### src/common/hv_sync_regs.svh
// register offsets, field positions, reset values and timing counts for the sync processor
`ifndef HV_SYNC_REGS_SVH
`define HV_SYNC_REGS_SVH
`define SYNC_INPUT_CONTROL_ADDR   4'h6
`define SYNC_IO_CONTROL_ADDR      4'h7
`define HCOUNT_LO_ADDR            4'h8
`define HCOUNT_HI_ADDR            4'h9
`define VCOUNT_LO_ADDR            4'hA
`define VCOUNT_HI_ADDR            4'hB
`define FREE_RUN_CONTROL_ADDR     4'hC
`define HALF_FREQ_CONTROL_ADDR    4'hD
`define CTRL_RESET                8'hFF
`define OVF_CLEAR_BIT             7
`define CLK_HZ                    8000000
`define GLITCH_NS                 125
`define GLITCH_CYCLES             (((`GLITCH_NS * (`CLK_HZ / 1000000)) + 999) / 1000)
`define TICK_US                   8
`define TICK_CYCLES               (`TICK_US * (`CLK_HZ / 1000000))
`define WIN0_US                   16384
`define WIN0_TICKS                (`WIN0_US / `TICK_US)
`define INSERT_US                 2
`define INSERT_CYCLES             (`INSERT_US * (`CLK_HZ / 1000000))
`define VWIDEN_US                 9
`define VWIDEN_CYCLES             (`VWIDEN_US * (`CLK_HZ / 1000000))
`define SAMPLE_CYCLES             4096
`endif

### src/common/hv_sync_pkg.sv
// types shared by the sync processor modules
package hv_sync_pkg;
  typedef enum logic [2:0] {
    fr_idle  = 3'b001,
    fr_pulse = 3'b010,
    fr_gap   = 3'b100
  } free_run_state_t;
  typedef struct packed {
    logic [7:0] h_div;
    logic [3:0] h_pre;
    logic [10:0] v_div;
    logic        active;
  } free_run_cfg_t;
endpackage : hv_sync_pkg

### src/common/sync_filter_if.sv
// carrier between the sync processor and its input filter
`timescale 1ns/100ps
interface sync_filter_if;
  logic raw;
  logic clean;
  logic rise;
  logic fall;
  modport filter (input raw, output clean, output rise, output fall);
  modport user   (output raw, input clean, input rise, input fall);
endinterface : sync_filter_if

### src/hdl/sync_glitch_filter.sv
// synchroniser and glitch filter for one sync input
`timescale 1ns/100ps
`include "hv_sync_regs.svh"
module sync_glitch_filter
  import hv_sync_pkg::*;
(
  // clock and reset
  input  wire logic     clk,
  input  wire logic     sys_rst,
  // filtered signal
  sync_filter_if.filter port_f
);
  logic       meta_reg;
  logic       sync_reg;
  logic       clean_reg;
  logic [1:0] run_reg;
  wire        differs = sync_reg != clean_reg;
  wire        settled = run_reg == 2'(`GLITCH_CYCLES);
  always_ff @(posedge clk or posedge sys_rst) begin
    if (sys_rst) begin
      meta_reg <= 1'b0;
      sync_reg <= 1'b0;
    end else begin
      meta_reg <= port_f.raw;
      sync_reg <= meta_reg;
    end
  end
  // level must hold a full glitch time before it is accepted
  always_ff @(posedge clk or posedge sys_rst) begin
    if (sys_rst) begin
      clean_reg <= 1'b0;
      run_reg   <= 2'h0;
    end else if (!differs) begin
      run_reg <= 2'h0;
    end else if (settled) begin
      clean_reg <= sync_reg;
      run_reg   <= 2'h0;
    end else begin
      run_reg <= run_reg + 2'h1;
    end
  end
  assign port_f.clean = clean_reg;
  assign port_f.rise  = differs && settled && sync_reg;
  assign port_f.fall  = differs && settled && !sync_reg;
endmodule : sync_glitch_filter

### src/hdl/hv_sync_processor.sv
// sync processor: counters, polarity, separator, insertion, free run, half frequency
//
// Summary of operation
// - sync pulses shorter than 125 ns are glitches and are dropped
// - count 8 us ticks between vertical pulses; latch 14-bit period, restart
// - vertical count overflow sets sticky flag, cleared by writing one
// - interval disable high: count horizontal pulses per frame, latch on vertical
// - interval disable low: count over 16.384 or 32.768 ms window
// - horizontal overflow sticky flag cleared by writing one; counter untouched
// - polarity of horizontal and vertical inputs from periodic level sampling; one means positive
// - presence bits show whether the horizontal and vertical sync inputs are active
// - output polarity bits choose sync output polarity
// - separate/composite bit zero turns on the composite sync separator
// - insertion disable low inserts 2 us pulses at last horizontal spacing
// - extracted vertical pulse output promptly and widened about 9 us
// - reset sets separate and insertion disable high, clears count latches
// - clearing an output enable turns the shared pin into that sync output
// - half enable low: half output at half input frequency, 50% duty
// - no-divide low: half output follows input with chosen polarity
// - reset holds half enable, no-divide and polarity high
// - free run select ignored unless a sync output is enabled
// - codes 000 and 001 give clock/256 and clock/180, vertical /512
// - codes 010, 011, 10x give /128 /840, /100 /1024, /88 /1024; 11x off
// - with free run, pattern enable low drives pin 14 with chosen pattern
// - half input on pin 13, half output on pin 12 when enabled
//
// Local design decisions: the register offsets and register access over Avalon-MM.
`timescale 1ns/100ps
`include "hv_sync_regs.svh"
module hv_sync_processor
  import hv_sync_pkg::*;
(
  // clock and reset
  input  wire logic       clk,
  input  wire logic       sys_rst,
  // avalon-mm slave
  input  wire logic [3:0] avs_address,
  input  wire logic       avs_read,
  input  wire logic       avs_write,
  input  wire logic [7:0] avs_writedata,
  output logic      [7:0] avs_readdata,
  output logic            avs_waitrequest,
  // sync inputs
  input  wire logic       horiz_sync_input,
  input  wire logic       vert_sync_input,
  input  wire logic       half_freq_input,
  // shared port pins
  output logic            horiz_sync_output,
  output logic            horiz_sync_output_oe,
  output logic            vert_sync_output,
  output logic            vert_sync_output_oe,
  output logic            half_freq_output,
  output logic            half_freq_output_oe,
  output logic            pattern_output,
  output logic            pattern_output_oe
);
  sync_filter_if h_if ();
  sync_filter_if v_if ();
  sync_filter_if f_if ();
  assign h_if.raw = horiz_sync_input;
  assign v_if.raw = vert_sync_input;
  assign f_if.raw = half_freq_input;
  sync_glitch_filter u_hf (.clk(clk), .sys_rst(sys_rst), .port_f(h_if.filter));
  sync_glitch_filter u_vf (.clk(clk), .sys_rst(sys_rst), .port_f(v_if.filter));
  sync_glitch_filter u_ff (.clk(clk), .sys_rst(sys_rst), .port_f(f_if.filter));

  function automatic logic active_edge(input logic pos, input logic r, input logic f);
    active_edge = pos ? r : f;
  endfunction : active_edge

  // control registers
  logic [7:0] sync_input_control_reg;
  logic [7:0] sync_io_control_reg;
  logic [7:0] free_run_control_reg;
  logic [7:0] half_freq_control_reg;
  wire  separate_mode            = sync_input_control_reg[0];
  wire  interval_select          = sync_input_control_reg[1];
  wire  interval_select_disable  = sync_input_control_reg[2];
  wire  insertion_disable        = sync_input_control_reg[3];
  wire  vert_output_polarity     = sync_io_control_reg[0];
  wire  horiz_output_polarity    = sync_io_control_reg[1];
  wire  vert_output_enable_n     = sync_io_control_reg[6];
  wire  horiz_output_enable_n    = sync_io_control_reg[7];
  wire  [2:0] free_run_select    = free_run_control_reg[2:0];
  wire  pattern_select           = free_run_control_reg[6];
  wire  pattern_enable_n         = free_run_control_reg[7];
  wire  half_output_polarity     = half_freq_control_reg[5];
  wire  half_bypass_n            = half_freq_control_reg[6];
  wire  half_freq_enable_n       = half_freq_control_reg[7];

  // bus decode
  wire wr_sic  = avs_write && avs_address == `SYNC_INPUT_CONTROL_ADDR;
  wire wr_sio  = avs_write && avs_address == `SYNC_IO_CONTROL_ADDR;
  wire wr_hhi  = avs_write && avs_address == `HCOUNT_HI_ADDR;
  wire wr_vhi  = avs_write && avs_address == `VCOUNT_HI_ADDR;
  wire wr_frc  = avs_write && avs_address == `FREE_RUN_CONTROL_ADDR;
  wire wr_hfc  = avs_write && avs_address == `HALF_FREQ_CONTROL_ADDR;
  wire free_run_allowed = !(vert_output_enable_n && horiz_output_enable_n);
  always_ff @(posedge clk or posedge sys_rst) begin
    if (sys_rst) begin
      sync_input_control_reg <= `CTRL_RESET;
      sync_io_control_reg    <= `CTRL_RESET;
      free_run_control_reg   <= `CTRL_RESET;
      half_freq_control_reg  <= `CTRL_RESET;
    end else begin
      if (wr_sic)
        sync_input_control_reg <= {4'hF, avs_writedata[3:0]};
      if (wr_sio)
        sync_io_control_reg <= {avs_writedata[7:6], 4'hF, avs_writedata[1:0]};
      if (wr_frc) begin
        free_run_control_reg[2:0] <= avs_writedata[2:0];
        if (free_run_allowed && free_run_control_reg[2:1] != 2'h3)
          free_run_control_reg[7:6] <= avs_writedata[7:6];
      end
      if (wr_hfc)
        half_freq_control_reg <= {avs_writedata[7:5], 5'h1F};
    end
  end

  // 8 us tick and window timing
  logic [5:0]  tick_div_reg;
  logic [11:0] win_reg;
  wire tick = tick_div_reg == 6'(`TICK_CYCLES - 1);
  wire win_end = tick && win_reg == (interval_select ? 12'hFFF : 12'(`WIN0_TICKS - 1));
  always_ff @(posedge clk or posedge sys_rst) begin
    if (sys_rst) begin
      tick_div_reg <= 6'h0;
      win_reg      <= 12'h0;
    end else begin
      tick_div_reg <= tick ? 6'h0 : tick_div_reg + 6'h1;
      if (win_end)
        win_reg <= 12'h0;
      else if (tick)
        win_reg <= win_reg + 12'h1;
    end
  end

  // separator: composite sync carries vertical as a long pulse
  wire h_pos   = h_if.clean ? 1'b1 : 1'b0;
  logic h_pol_reg;
  logic v_pol_reg;
  wire h_act   = h_if.clean == h_pol_reg;
  wire h_lead  = active_edge(h_pol_reg, h_if.rise, h_if.fall);
  wire h_trail = active_edge(h_pol_reg, h_if.fall, h_if.rise);
  logic [4:0]  hwidth_reg;
  logic        csep_v_reg;
  logic [6:0]  widen_reg;
  wire long_h  = h_act && hwidth_reg == 5'h1F;
  always_ff @(posedge clk or posedge sys_rst) begin
    if (sys_rst) begin
      hwidth_reg <= 5'h0;
      csep_v_reg <= 1'b0;
      widen_reg  <= 7'h0;
    end else begin
      hwidth_reg <= !h_act ? 5'h0 : (long_h ? hwidth_reg : hwidth_reg + 5'h1);
      if (separate_mode) begin
        csep_v_reg <= 1'b0;
      end else if (long_h) begin
        csep_v_reg <= 1'b1;
        widen_reg  <= 7'(`VWIDEN_CYCLES);
      end else if (widen_reg != 7'h0) begin
        widen_reg  <= widen_reg - 7'h1;
      end else begin
        csep_v_reg <= 1'b0;
      end
    end
  end
  wire v_act  = separate_mode ? (v_if.clean == v_pol_reg) : csep_v_reg;
  logic v_act_d_reg;
  wire v_edge = v_act && !v_act_d_reg;

  // horizontal insertion inside vertical area
  logic [11:0] hspace_reg;
  logic [11:0] hgap_reg;
  logic [11:0] ins_cnt_reg;
  wire ins_mode = !separate_mode && !insertion_disable && csep_v_reg;
  wire ins_fire = ins_mode && ins_cnt_reg == hspace_reg;
  always_ff @(posedge clk or posedge sys_rst) begin
    if (sys_rst) begin
      v_act_d_reg <= 1'b0;
      hspace_reg  <= 12'hFFF;
      hgap_reg    <= 12'h0;
      ins_cnt_reg <= 12'h0;
    end else begin
      v_act_d_reg <= v_act;
      hgap_reg    <= h_lead ? 12'h0 : (hgap_reg == 12'hFFF ? hgap_reg : hgap_reg + 12'h1);
      if (h_lead && !csep_v_reg)
        hspace_reg <= hgap_reg;
      if (!ins_mode || ins_fire)
        ins_cnt_reg <= ins_mode ? 12'h1 : hgap_reg + 12'h1;
      else
        ins_cnt_reg <= ins_cnt_reg + 12'h1;
    end
  end
  logic [4:0] ins_w_reg;
  always_ff @(posedge clk or posedge sys_rst) begin
    if (sys_rst)
      ins_w_reg <= 5'h0;
    else if (ins_fire)
      ins_w_reg <= 5'(`INSERT_CYCLES);
    else if (ins_w_reg != 5'h0)
      ins_w_reg <= ins_w_reg - 5'h1;
  end
  wire h_out_act = ins_mode ? (ins_w_reg != 5'h0) : (h_act && !long_h);
  wire h_count_ev = ins_mode ? ins_fire : h_trail;

  // period and pulse counters
  logic [13:0] vcnt_reg;
  logic [13:0] vert_period_count_reg;
  logic        vert_count_overflow_reg;
  logic [11:0] hcnt_reg;
  logic [11:0] horiz_pulse_count_reg;
  logic        horiz_count_overflow_reg;
  wire v_ovf = tick && vcnt_reg == 14'h3FFF;
  wire h_ovf = h_count_ev && hcnt_reg == 12'hFFF;
  wire h_latch = interval_select_disable ? v_edge : win_end;
  always_ff @(posedge clk or posedge sys_rst) begin
    if (sys_rst) begin
      vcnt_reg                 <= 14'h0;
      vert_period_count_reg    <= 14'h0;
      vert_count_overflow_reg  <= 1'b0;
      hcnt_reg                 <= 12'h0;
      horiz_pulse_count_reg    <= 12'h0;
      horiz_count_overflow_reg <= 1'b0;
    end else begin
      if (v_edge) begin
        vert_period_count_reg <= vcnt_reg;
        vcnt_reg              <= 14'h0;
      end else if (tick && !v_ovf) begin
        vcnt_reg <= vcnt_reg + 14'h1;
      end
      if (v_ovf)
        vert_count_overflow_reg <= 1'b1;
      else if (wr_vhi && avs_writedata[`OVF_CLEAR_BIT])
        vert_count_overflow_reg <= 1'b0;
      if (h_latch) begin
        horiz_pulse_count_reg <= hcnt_reg;
        hcnt_reg              <= 12'h0;
      end else if (h_count_ev && !h_ovf) begin
        hcnt_reg <= hcnt_reg + 12'h1;
      end
      if (h_ovf)
        horiz_count_overflow_reg <= 1'b1;
      else if (wr_hhi && avs_writedata[`OVF_CLEAR_BIT])
        horiz_count_overflow_reg <= 1'b0;
    end
  end

  // polarity and presence by periodic sampling
  logic [11:0] samp_reg;
  logic [12:0] h_hi_reg;
  logic [12:0] v_hi_reg;
  logic        h_seen_reg;
  logic        v_seen_reg;
  logic        h_present_reg;
  logic        v_present_reg;
  wire samp_end = samp_reg == 12'(`SAMPLE_CYCLES - 1);
  always_ff @(posedge clk or posedge sys_rst) begin
    if (sys_rst) begin
      samp_reg <= 12'h0;
      h_hi_reg <= 13'h0;
      v_hi_reg <= 13'h0;
      h_pol_reg <= 1'b1;
      v_pol_reg <= 1'b1;
      h_seen_reg <= 1'b0;
      v_seen_reg <= 1'b0;
      h_present_reg <= 1'b0;
      v_present_reg <= 1'b0;
    end else begin
      samp_reg <= samp_reg + 12'h1;
      if (samp_end) begin
        h_pol_reg <= h_hi_reg < 13'h0800;
        v_pol_reg <= v_hi_reg < 13'h0800;
        h_hi_reg  <= 13'h0;
        v_hi_reg  <= 13'h0;
      end else begin
        h_hi_reg <= h_hi_reg + {12'h0, h_pos};
        v_hi_reg <= v_hi_reg + {12'h0, v_if.clean};
      end
      if (v_edge) begin
        h_present_reg <= h_seen_reg;
        v_present_reg <= 1'b1;
        h_seen_reg    <= 1'b0;
      end else if (h_lead) begin
        h_seen_reg <= 1'b1;
      end
      if (v_ovf)
        v_present_reg <= 1'b0;
      if (win_end && !h_seen_reg)
        h_present_reg <= 1'b0;
    end
  end

  // free run generator
  free_run_cfg_t cfg;
  always_comb begin
    cfg = '{h_div: 8'd255, h_pre: 4'd0, v_div: 11'd511, active: 1'b1};
    case (free_run_select)
      3'b001:  cfg = '{h_div: 8'd44, h_pre: 4'd3, v_div: 11'd511, active: 1'b1};
      3'b010:  cfg = '{h_div: 8'd127, h_pre: 4'd0, v_div: 11'd839, active: 1'b1};
      3'b011:  cfg = '{h_div: 8'd24, h_pre: 4'd3, v_div: 11'd1023, active: 1'b1};
      3'b100,
      3'b101:  cfg = '{h_div: 8'd21, h_pre: 4'd3, v_div: 11'd1023, active: 1'b1};
      3'b110,
      3'b111:  cfg.active = 1'b0;
      default: cfg = '{h_div: 8'd255, h_pre: 4'd0, v_div: 11'd511, active: 1'b1};
    endcase
  end
  wire free_run = cfg.active && free_run_allowed;
  logic [3:0]  fr_pre_reg;
  logic [7:0]  fr_h_reg;
  logic [10:0] fr_v_reg;
  free_run_state_t fr_state_reg;
  wire fr_pre_end = fr_pre_reg == cfg.h_pre;
  wire fr_h_end = fr_pre_end && fr_h_reg == cfg.h_div;
  always_ff @(posedge clk or posedge sys_rst) begin
    if (sys_rst) begin
      fr_pre_reg   <= 4'h0;
      fr_h_reg     <= 8'h0;
      fr_v_reg     <= 11'h0;
      fr_state_reg <= fr_idle;
    end else begin
      case (fr_state_reg)
        fr_idle: begin
          fr_pre_reg <= 4'h0;
          fr_h_reg   <= 8'h0;
          fr_v_reg   <= 11'h0;
          if (free_run)
            fr_state_reg <= fr_pulse;
        end
        fr_pulse,
        fr_gap: begin
          fr_pre_reg <= fr_pre_end ? 4'h0 : fr_pre_reg + 4'h1;
          if (fr_pre_end)
            fr_h_reg <= fr_h_end ? 8'h0 : fr_h_reg + 8'h1;
          if (fr_h_end)
            fr_v_reg <= fr_v_reg == cfg.v_div ? 11'h0 : fr_v_reg + 11'h1;
          if (!free_run)
            fr_state_reg <= fr_idle;
          else if (fr_h_end)
            fr_state_reg <= fr_pulse;
          else if (fr_h_reg[7:3] != 5'h0)
            fr_state_reg <= fr_gap;
        end
        default: fr_state_reg <= fr_idle;
      endcase
    end
  end
  wire fr_h_act = fr_state_reg == fr_pulse;
  wire fr_v_act = fr_state_reg != fr_idle && fr_v_reg < 11'd8;
  wire pat_video = fr_state_reg == fr_gap && fr_v_reg >= 11'd16 &&
                   (pattern_select ? fr_h_reg[4] ^ fr_v_reg[5] : 1'b1);

  // half frequency divider
  logic half_div_reg;
  always_ff @(posedge clk or posedge sys_rst) begin
    if (sys_rst)
      half_div_reg <= 1'b0;
    else if (half_freq_enable_n)
      half_div_reg <= 1'b0;
    else if (f_if.rise)
      half_div_reg <= !half_div_reg;
  end

  // output pins registered from the selected sources
  wire h_src = free_run ? fr_h_act : h_out_act;
  wire v_src = free_run ? fr_v_act : v_act;
  wire half_src = half_bypass_n ? half_div_reg : (f_if.clean ~^ half_output_polarity);
  always_ff @(posedge clk or posedge sys_rst) begin
    if (sys_rst) begin
      horiz_sync_output <= 1'b0;
      vert_sync_output  <= 1'b0;
      half_freq_output  <= 1'b0;
      pattern_output    <= 1'b0;
    end else begin
      horiz_sync_output <= h_src ~^ horiz_output_polarity;
      vert_sync_output  <= v_src ~^ vert_output_polarity;
      half_freq_output  <= half_src;
      pattern_output    <= pat_video;
    end
  end
  assign horiz_sync_output_oe = !horiz_output_enable_n;
  assign vert_sync_output_oe  = !vert_output_enable_n;
  assign half_freq_output_oe  = !half_freq_enable_n;
  assign pattern_output_oe    = free_run && !pattern_enable_n;

  // read mux
  wire [7:0] rd_mux =
    avs_address == `SYNC_INPUT_CONTROL_ADDR ? {4'h0, sync_input_control_reg[3], 1'b0,
                                               sync_input_control_reg[1:0]} :
    avs_address == `SYNC_IO_CONTROL_ADDR ? {2'h0, h_present_reg, v_present_reg,
                                            h_pol_reg, v_pol_reg, sync_io_control_reg[1:0]} :
    avs_address == `HCOUNT_LO_ADDR ? horiz_pulse_count_reg[7:0] :
    avs_address == `HCOUNT_HI_ADDR ? {horiz_count_overflow_reg, 3'h0,
                                      horiz_pulse_count_reg[11:8]} :
    avs_address == `VCOUNT_LO_ADDR ? vert_period_count_reg[7:0] :
    avs_address == `VCOUNT_HI_ADDR ? {vert_count_overflow_reg, 1'b0,
                                      vert_period_count_reg[13:8]} :
    8'h00;
  always_ff @(posedge clk or posedge sys_rst) begin
    if (sys_rst)
      avs_readdata <= 8'h00;
    else if (avs_read)
      avs_readdata <= rd_mux;
  end
  logic rd_done_reg;
  always_ff @(posedge clk or posedge sys_rst) begin
    if (sys_rst)
      rd_done_reg <= 1'b0;
    else
      rd_done_reg <= avs_read && !rd_done_reg;
  end
  assign avs_waitrequest = avs_read && !rd_done_reg;
endmodule : hv_sync_processor

### config.mk
export PLATFORM = sky130hd
export DESIGN_NAME = hv_sync_processor
export DESIGN_NICKNAME = d
export VERILOG_FILES = /design/src/common/hv_sync_pkg.sv /design/src/common/sync_filter_if.sv /design/src/hdl/sync_glitch_filter.sv /design/src/hdl/hv_sync_processor.sv
export VERILOG_INCLUDE_DIRS = /design/src /design/src/common
export SDC_FILE = /design/constraint.sdc
export NUM_CORES = 1
export LEC_CHECK = 0
export ABC_AREA = 1
export BUFFER_PORTS_ARGS = -buffer_cell sky130_fd_sc_hd__buf_4
export CORE_UTILIZATION = 40
export DETAILED_ROUTE_END_ITERATION = 10
export GPL_ROUTABILITY_DRIVEN = 1
export GPL_TIMING_DRIVEN = 0
export PLACE_DENSITY_LB_ADDON = 0.08
export SLEW_MARGIN = 20
export SYNTH_ARGS = -nofsm -noshare
export SYNTH_HDL_FRONTEND = slang
export SYNTH_SLANG_ARGS = --single-unit
### constraint.sdc
create_clock -name clk -period 18.31 [get_ports clk]
set_input_delay 1.831 -clock clk [delete_from_list [all_inputs] [get_ports clk]]
set_output_delay 1.831 -clock clk [all_outputs]
set_load 0.1 [all_outputs]
# Yosys cells after proc, flatten, opt, wreduce, memory -nomap -nowiden
# Index checks and enable logic that the tools add are counted.
# word_totals
memories	0
ram_bits	0
latch_bits	0
mem_bits_ro	0
elab_cells	277
ff_bits	241
out_inout_bits	17
# op_classes
reduce_logical	79
order_cmp	4
div_mod_pow	0
bitwise	5
add_sub_neg	18
n_shift	0
n_mux	73
eq_ne	46
n_mul	0
# op_table
op	n
12-bit two-way mux	9
23-bit case mux with 4 select lines	1
8-bit two-way mux	8
12-bit by 1-bit adder with 12-bit output (second input constant)	5
12-bit == test (second input constant)	3
1-bit logical AND	35
14-bit two-way mux	2
1-bit two-way mux	27
13-bit by 1-bit adder with 13-bit output	2
13-bit by 12-bit less-than comparator with 1-bit output (second input constant)	2
13-bit two-way mux	2
12-bit == test	2
4-bit == test (second input constant)	6
2-bit nonzero test	12
11-bit two-way mux	2
11-bit case mux with 2 select lines	1
5-bit two-way mux	4
1-bit zero test	17
8-bit case mux with 2 select lines	1
2-bit AND reduction	8
3-bit == test (second input constant)	5
14-bit by 1-bit adder with 14-bit output (second input constant)	1
14-bit == test (second input constant)	1
7-bit two-way mux	2
other kinds (38)	67

# Longest topological paths before layout
# logic_depth
word_depth	10
mapped_depth	14
mapped_depth_nobuf	12

# Cells and area by module
# From an unflattened synthesis, not the netlist that was laid out.
# unflattened
cells_unflattened	1456
area_unflattened_um2	12107.9
# by_module_without_submodules
module	n_inst	seq_area_each_um2	area_each_um2	cells_per_inst
hv_sync_processor	1	5694.2	11544.8	1396
sync_glitch_filter	3	125.1	187.7	20

# Worst setup path after synthesis
# Ideal clock, no wire load.
# synth_timing
kind	input-to-output
startpoint	in avs_read
endpoint	out avs_waitrequest
path_slack_ns	12.890
arrival_ns	3.589
cell_stages	3
path_cell_list	clkbuf_1 > clkinv_1 > nor2_1
# synth_between
elab_chain_len	1
# synth_rtl
item	line	source
start, declared	hv_sync_processor.sv:38	input wire logic avs_read,
1-bit logical AND	hv_sync_processor.sv:413	assign avs_waitrequest = avs_read && !rd_done_reg;
end, declared	hv_sync_processor.sv:42	output logic avs_waitrequest,
# Every way passes these cells.

# Worst setup path after layout
# Ends and elaborated chain as after synthesis.

==> reports/summary.md <==
* complete, no violations — outcome
* 0 — antenna violations before repair
* 29720 sq um — Core Area
* 1 — deepest level of the CTS H-tree
* 6070 sq um — FF+latch area
* 1546 — number of nets in the finished design
* built — CTS tree
* 33 — count of input and output buffers
* sky130_fd_sc_hd__dfrtp_1 (43%), sky130_fd_sc_hd__nand2_1 (10%), sky130_fd_sc_hd__dfstp_2 (6.7%) — leading post-synthesis cells by cell area
* 3110 ps — data arrival time of the critical path
* 31000 sq um — Die Area
* 451 — Iter 0 DRT Violations
* 2907 — count of fill cells added during filler insertion
* 46640 um — wire length of the first global-routing pass
* in2out — category of the critical setup timing path
* 4943 ps — final critical delay including setup and external delays
* 0 — Maximum Capacitance Violations
* 0.8469 — weighted congestion at the end of routability-driven global placement
* 46.42% — Post-Route Utilization
* 50 — post-synth cell types
* 241 — count of state elements after synthesis
* 0 — # Post-CTS Setup Buffers
* 550 ps — Clk Latency, worst-skew pair
* 5225 sq um — total area of multi-input combinational cells
* 120.7 nW/um^2 — power density cells
* 12120 sq um — post-synth design cell area
* 0 — count of hold buffers inserted by post-cts repair
* 936.7 ps — transition time of the tightest slew-check pin
* 0 — Ys Warns
* 9330 — via count of the first global-routing pass
* 202.3 MHz — maximum clock frequency
* 19520 um — placed wire-length estimate
* 0 — PostCTS Resize Cnt
* 28 — cts bufs inserted
* 357.1 ps — hold slack
* 0 ps — summed negative setup slack over all endpoints
* 3 — Max Root-Sink Buffers
* sky130_fd_sc_hd__nand2_1 — top-count cell post-synth
* 5 — TritonRoute pass-1 iters
* reg2reg — worst hold path class
* 0 — number of enable flip-flop cells after synthesis
* 13.84% — area added between synthesis and finish
* 0 — worst hold path depth
* sky130_fd_sc_hd__clkbuf_16 — Clock Tree Root
* 4.879 — number of vias per cell
* 60 ps — post-CTS clock slew at the launch and capture registers of the worst setup and hold paths
* 241 — Clock Sinks
* input port — Worst setup SP type
* sky130_fd_sc_hd__dfrtp_1 — post-synthesis cell type with the largest combined area
* 0 — Overflow after GRT
* 176.1 um — die width
* 40.78% — starting density of the core
* avs_read — timing startpoint of the critical path
* 0 — total count of max-transition violations in the final report
* 0 — post-route antenna net violation count
* 11.20 ps — setup clock skew after layout
* 43.37% — top cell type's share of synthesized area
* 11 — path depth of the worst reg2reg path
* 9354 — vias
* 13350 ps — minimum setup slack after placement
* 27.00% — ratio of final minimum period to clock period
* 27480 um — detailed-route wire length
* 10.87% — fraction of layout instances using a drive strength above 1
* 0 — final hold violation count
* 0 — number of setup violations in the final report
* 18.44% — gr usage total
* 14.34 um — average detailed-routed wire length per instance
* 1.666 mW — total design power
* hwidth_reg[0]$_DFFE_PP0P_ — worst r2r src
* 1441 — gate count of the mapped netlist
* u_vf.meta_reg$_DFF_PP0_ — Hold Crit Start
* 176.1 um — die outline height
* 100.0% — Post-synth ARST share
* 94 — pin count of the biggest net entering global routing
* 63 — placement row count
* 36 — Boundary Pins
* 1481 — synthesized netlist net count
* 16480 ps — critical path required time
* 8.409 sq um — average cell area after synthesis
* 0 — n_diodes
* sky130_fd_sc_hd__dfrtp_1 — leading register cell type out of synthesis
* no — RSZ-0062 raised after global routing
* 50.09% — sequential fraction of the synthesis area
* 13370 ps — final worst-path setup slack
* 0 — detailed-route DRC error count
* 36.97% — worst slew margin relative to its limit
* 10 — Critical Path Fanout Max
* 0.07401 mV — Max VDD drop
* output port — Setup crit end kind
* sky130_fd_sc_hd__nand2_1 (331), sky130_fd_sc_hd__dfrtp_1 (210), sky130_fd_sc_hd__inv_1 (174), sky130_fd_sc_hd__nor2_1 (123), sky130_fd_sc_hd__nand3_1 (110) — Commonest cells post-synth
* 6.469 nW — Static Leakage
==> layer usage <==
metal / track usage (%) / up-vias / routed length [um]
li1: - / 4822 / -
met4: 5.254 / 0 / 587
met2: 29.35 / 121 / 12450
met3: 2.498 / 36 / 890
met5: 0 / - / 0
met1: 26.17 / 4375 / 13550
==> placed cells by master, fill, tap and decap left out, types with 3 or more instances in the layout <==
| cell type | Yosys | routed |
|---|---|---|
| sky130_fd_sc_hd__nand3_1 | 110 | 110 |
| sky130_fd_sc_hd__nor3_1 | 37 | 37 |
| sky130_fd_sc_hd__nand4_1 | 38 | 38 |
| sky130_fd_sc_hd__a21oi_1 | 32 | 32 |
| sky130_fd_sc_hd__nand2_1 | 331 | 331 |
| sky130_fd_sc_hd__xnor2_1 | 30 | 30 |
| sky130_fd_sc_hd__buf_2 | 9 | 9 |
| sky130_fd_sc_hd__nand3b_1 | 3 | 3 |
| sky130_fd_sc_hd__nor2_1 | 123 | 123 |
| sky130_fd_sc_hd__o31ai_1 | 6 | 6 |
| sky130_fd_sc_hd__o21ai_0 | 106 | 106 |
| sky130_fd_sc_hd__inv_2 | 5 | 5 |
| sky130_fd_sc_hd__buf_4 | 0 | 33 |
| sky130_fd_sc_hd__buf_6 | 3 | 3 |
| sky130_fd_sc_hd__inv_1 | 174 | 173 |
| sky130_fd_sc_hd__o21ai_1 | 16 | 16 |
| sky130_fd_sc_hd__nand2_4 | 4 | 4 |
| sky130_fd_sc_hd__clkinv_1 | 3 | 3 |
| sky130_fd_sc_hd__dfstp_2 | 31 | 31 |
| sky130_fd_sc_hd__clkinv_2 | 0 | 4 |
| sky130_fd_sc_hd__clkbuf_1 | 11 | 21 |
| sky130_fd_sc_hd__nand3_2 | 3 | 3 |
| sky130_fd_sc_hd__o22ai_1 | 11 | 11 |
| sky130_fd_sc_hd__nor2_2 | 7 | 7 |
| sky130_fd_sc_hd__clkbuf_16 | 0 | 28 |
| sky130_fd_sc_hd__dfrtp_1 | 210 | 210 |
| sky130_fd_sc_hd__nor4_1 | 7 | 7 |
| sky130_fd_sc_hd__xor2_1 | 65 | 65 |
| sky130_fd_sc_hd__clkbuf_8 | 0 | 7 |
| sky130_fd_sc_hd__o21ai_2 | 5 | 5 |
| sky130_fd_sc_hd__ha_1 | 21 | 21 |
| sky130_fd_sc_hd__nand2_2 | 9 | 9 |
| sky130_fd_sc_hd__nor3b_1 | 3 | 3 |
==> worst paths after layout <==
check / end / slack, ps
max in group asynchronous: hspace_reg[4]$_DFFE_PP1P_ / 15780
hold / removal: u_vf.sync_reg$_DFF_PP0_ / 360
setup reg to reg: widen_reg[6]$_DFFE_PP0P_ / 16100
setup / recovery: avs_waitrequest / 13370
hold reg to reg: u_vf.sync_reg$_DFF_PP0_ / 360
min in group asynchronous: avs_readdata[1]$_DFFE_PP0P_ / 1300
==> area by class of cell <==
| type | count | share of cell area [%] |
|---|---|---|
| buffer | 25 | 1.016 |
| clock buffer | 45 | 6.050 |
| clock inverter | 6 | 0.3175 |
| inverter | 182 | 5.007 |
| multi-input combinational | 993 | 37.88 |
| sequential | 241 | 44.00 |
| tap | 390 | 3.537 |
| timing repair buffer | 35 | 2.195 |
==> worst max-delay path, stage by stage <==
cell                       delay [ps]
sky130_fd_sc_hd__clkbuf_1         330
sky130_fd_sc_hd__clkinv_1         400
sky130_fd_sc_hd__nor2_1           230
sky130_fd_sc_hd__buf_4            320
==> report_power, final <==
group | switching (mW) | total (mW) | internal [mW] | leakage [nW]
Combinational | 0.283 | 0.428 | 0.146 | 2.95
Clock | 0.223 | 0.534 | 0.310 | 0.430
Sequential | 0.0702 | 0.704 | 0.633 | 3.09
==> through the flow <==
stage | std cells | area (sq um)
6_report | 1917 | 13790
5_1_grt | 1917 | 13790
4_1_cts | 1917 | 13790
3_5_place_dp | 1866 | 12920
3_3_place_gp | 1864 | 12850
2_1_floorplan | 1441 | 12120
==> cell families after synthesis <==
group | Yosys count | synth area share (%)
buffers and inverters | 207 | 6.794
and+or+nand+nor | 683 | 24.90
AOI/OAI and AO/OA | 192 | 8.993
adders and majority gates | 21 | 2.168
xor gates and xnor gates | 95 | 6.866
muxes | 2 | 0.1858
DFF | 241 | 50.09
Power figures use the tool's default switching activity.
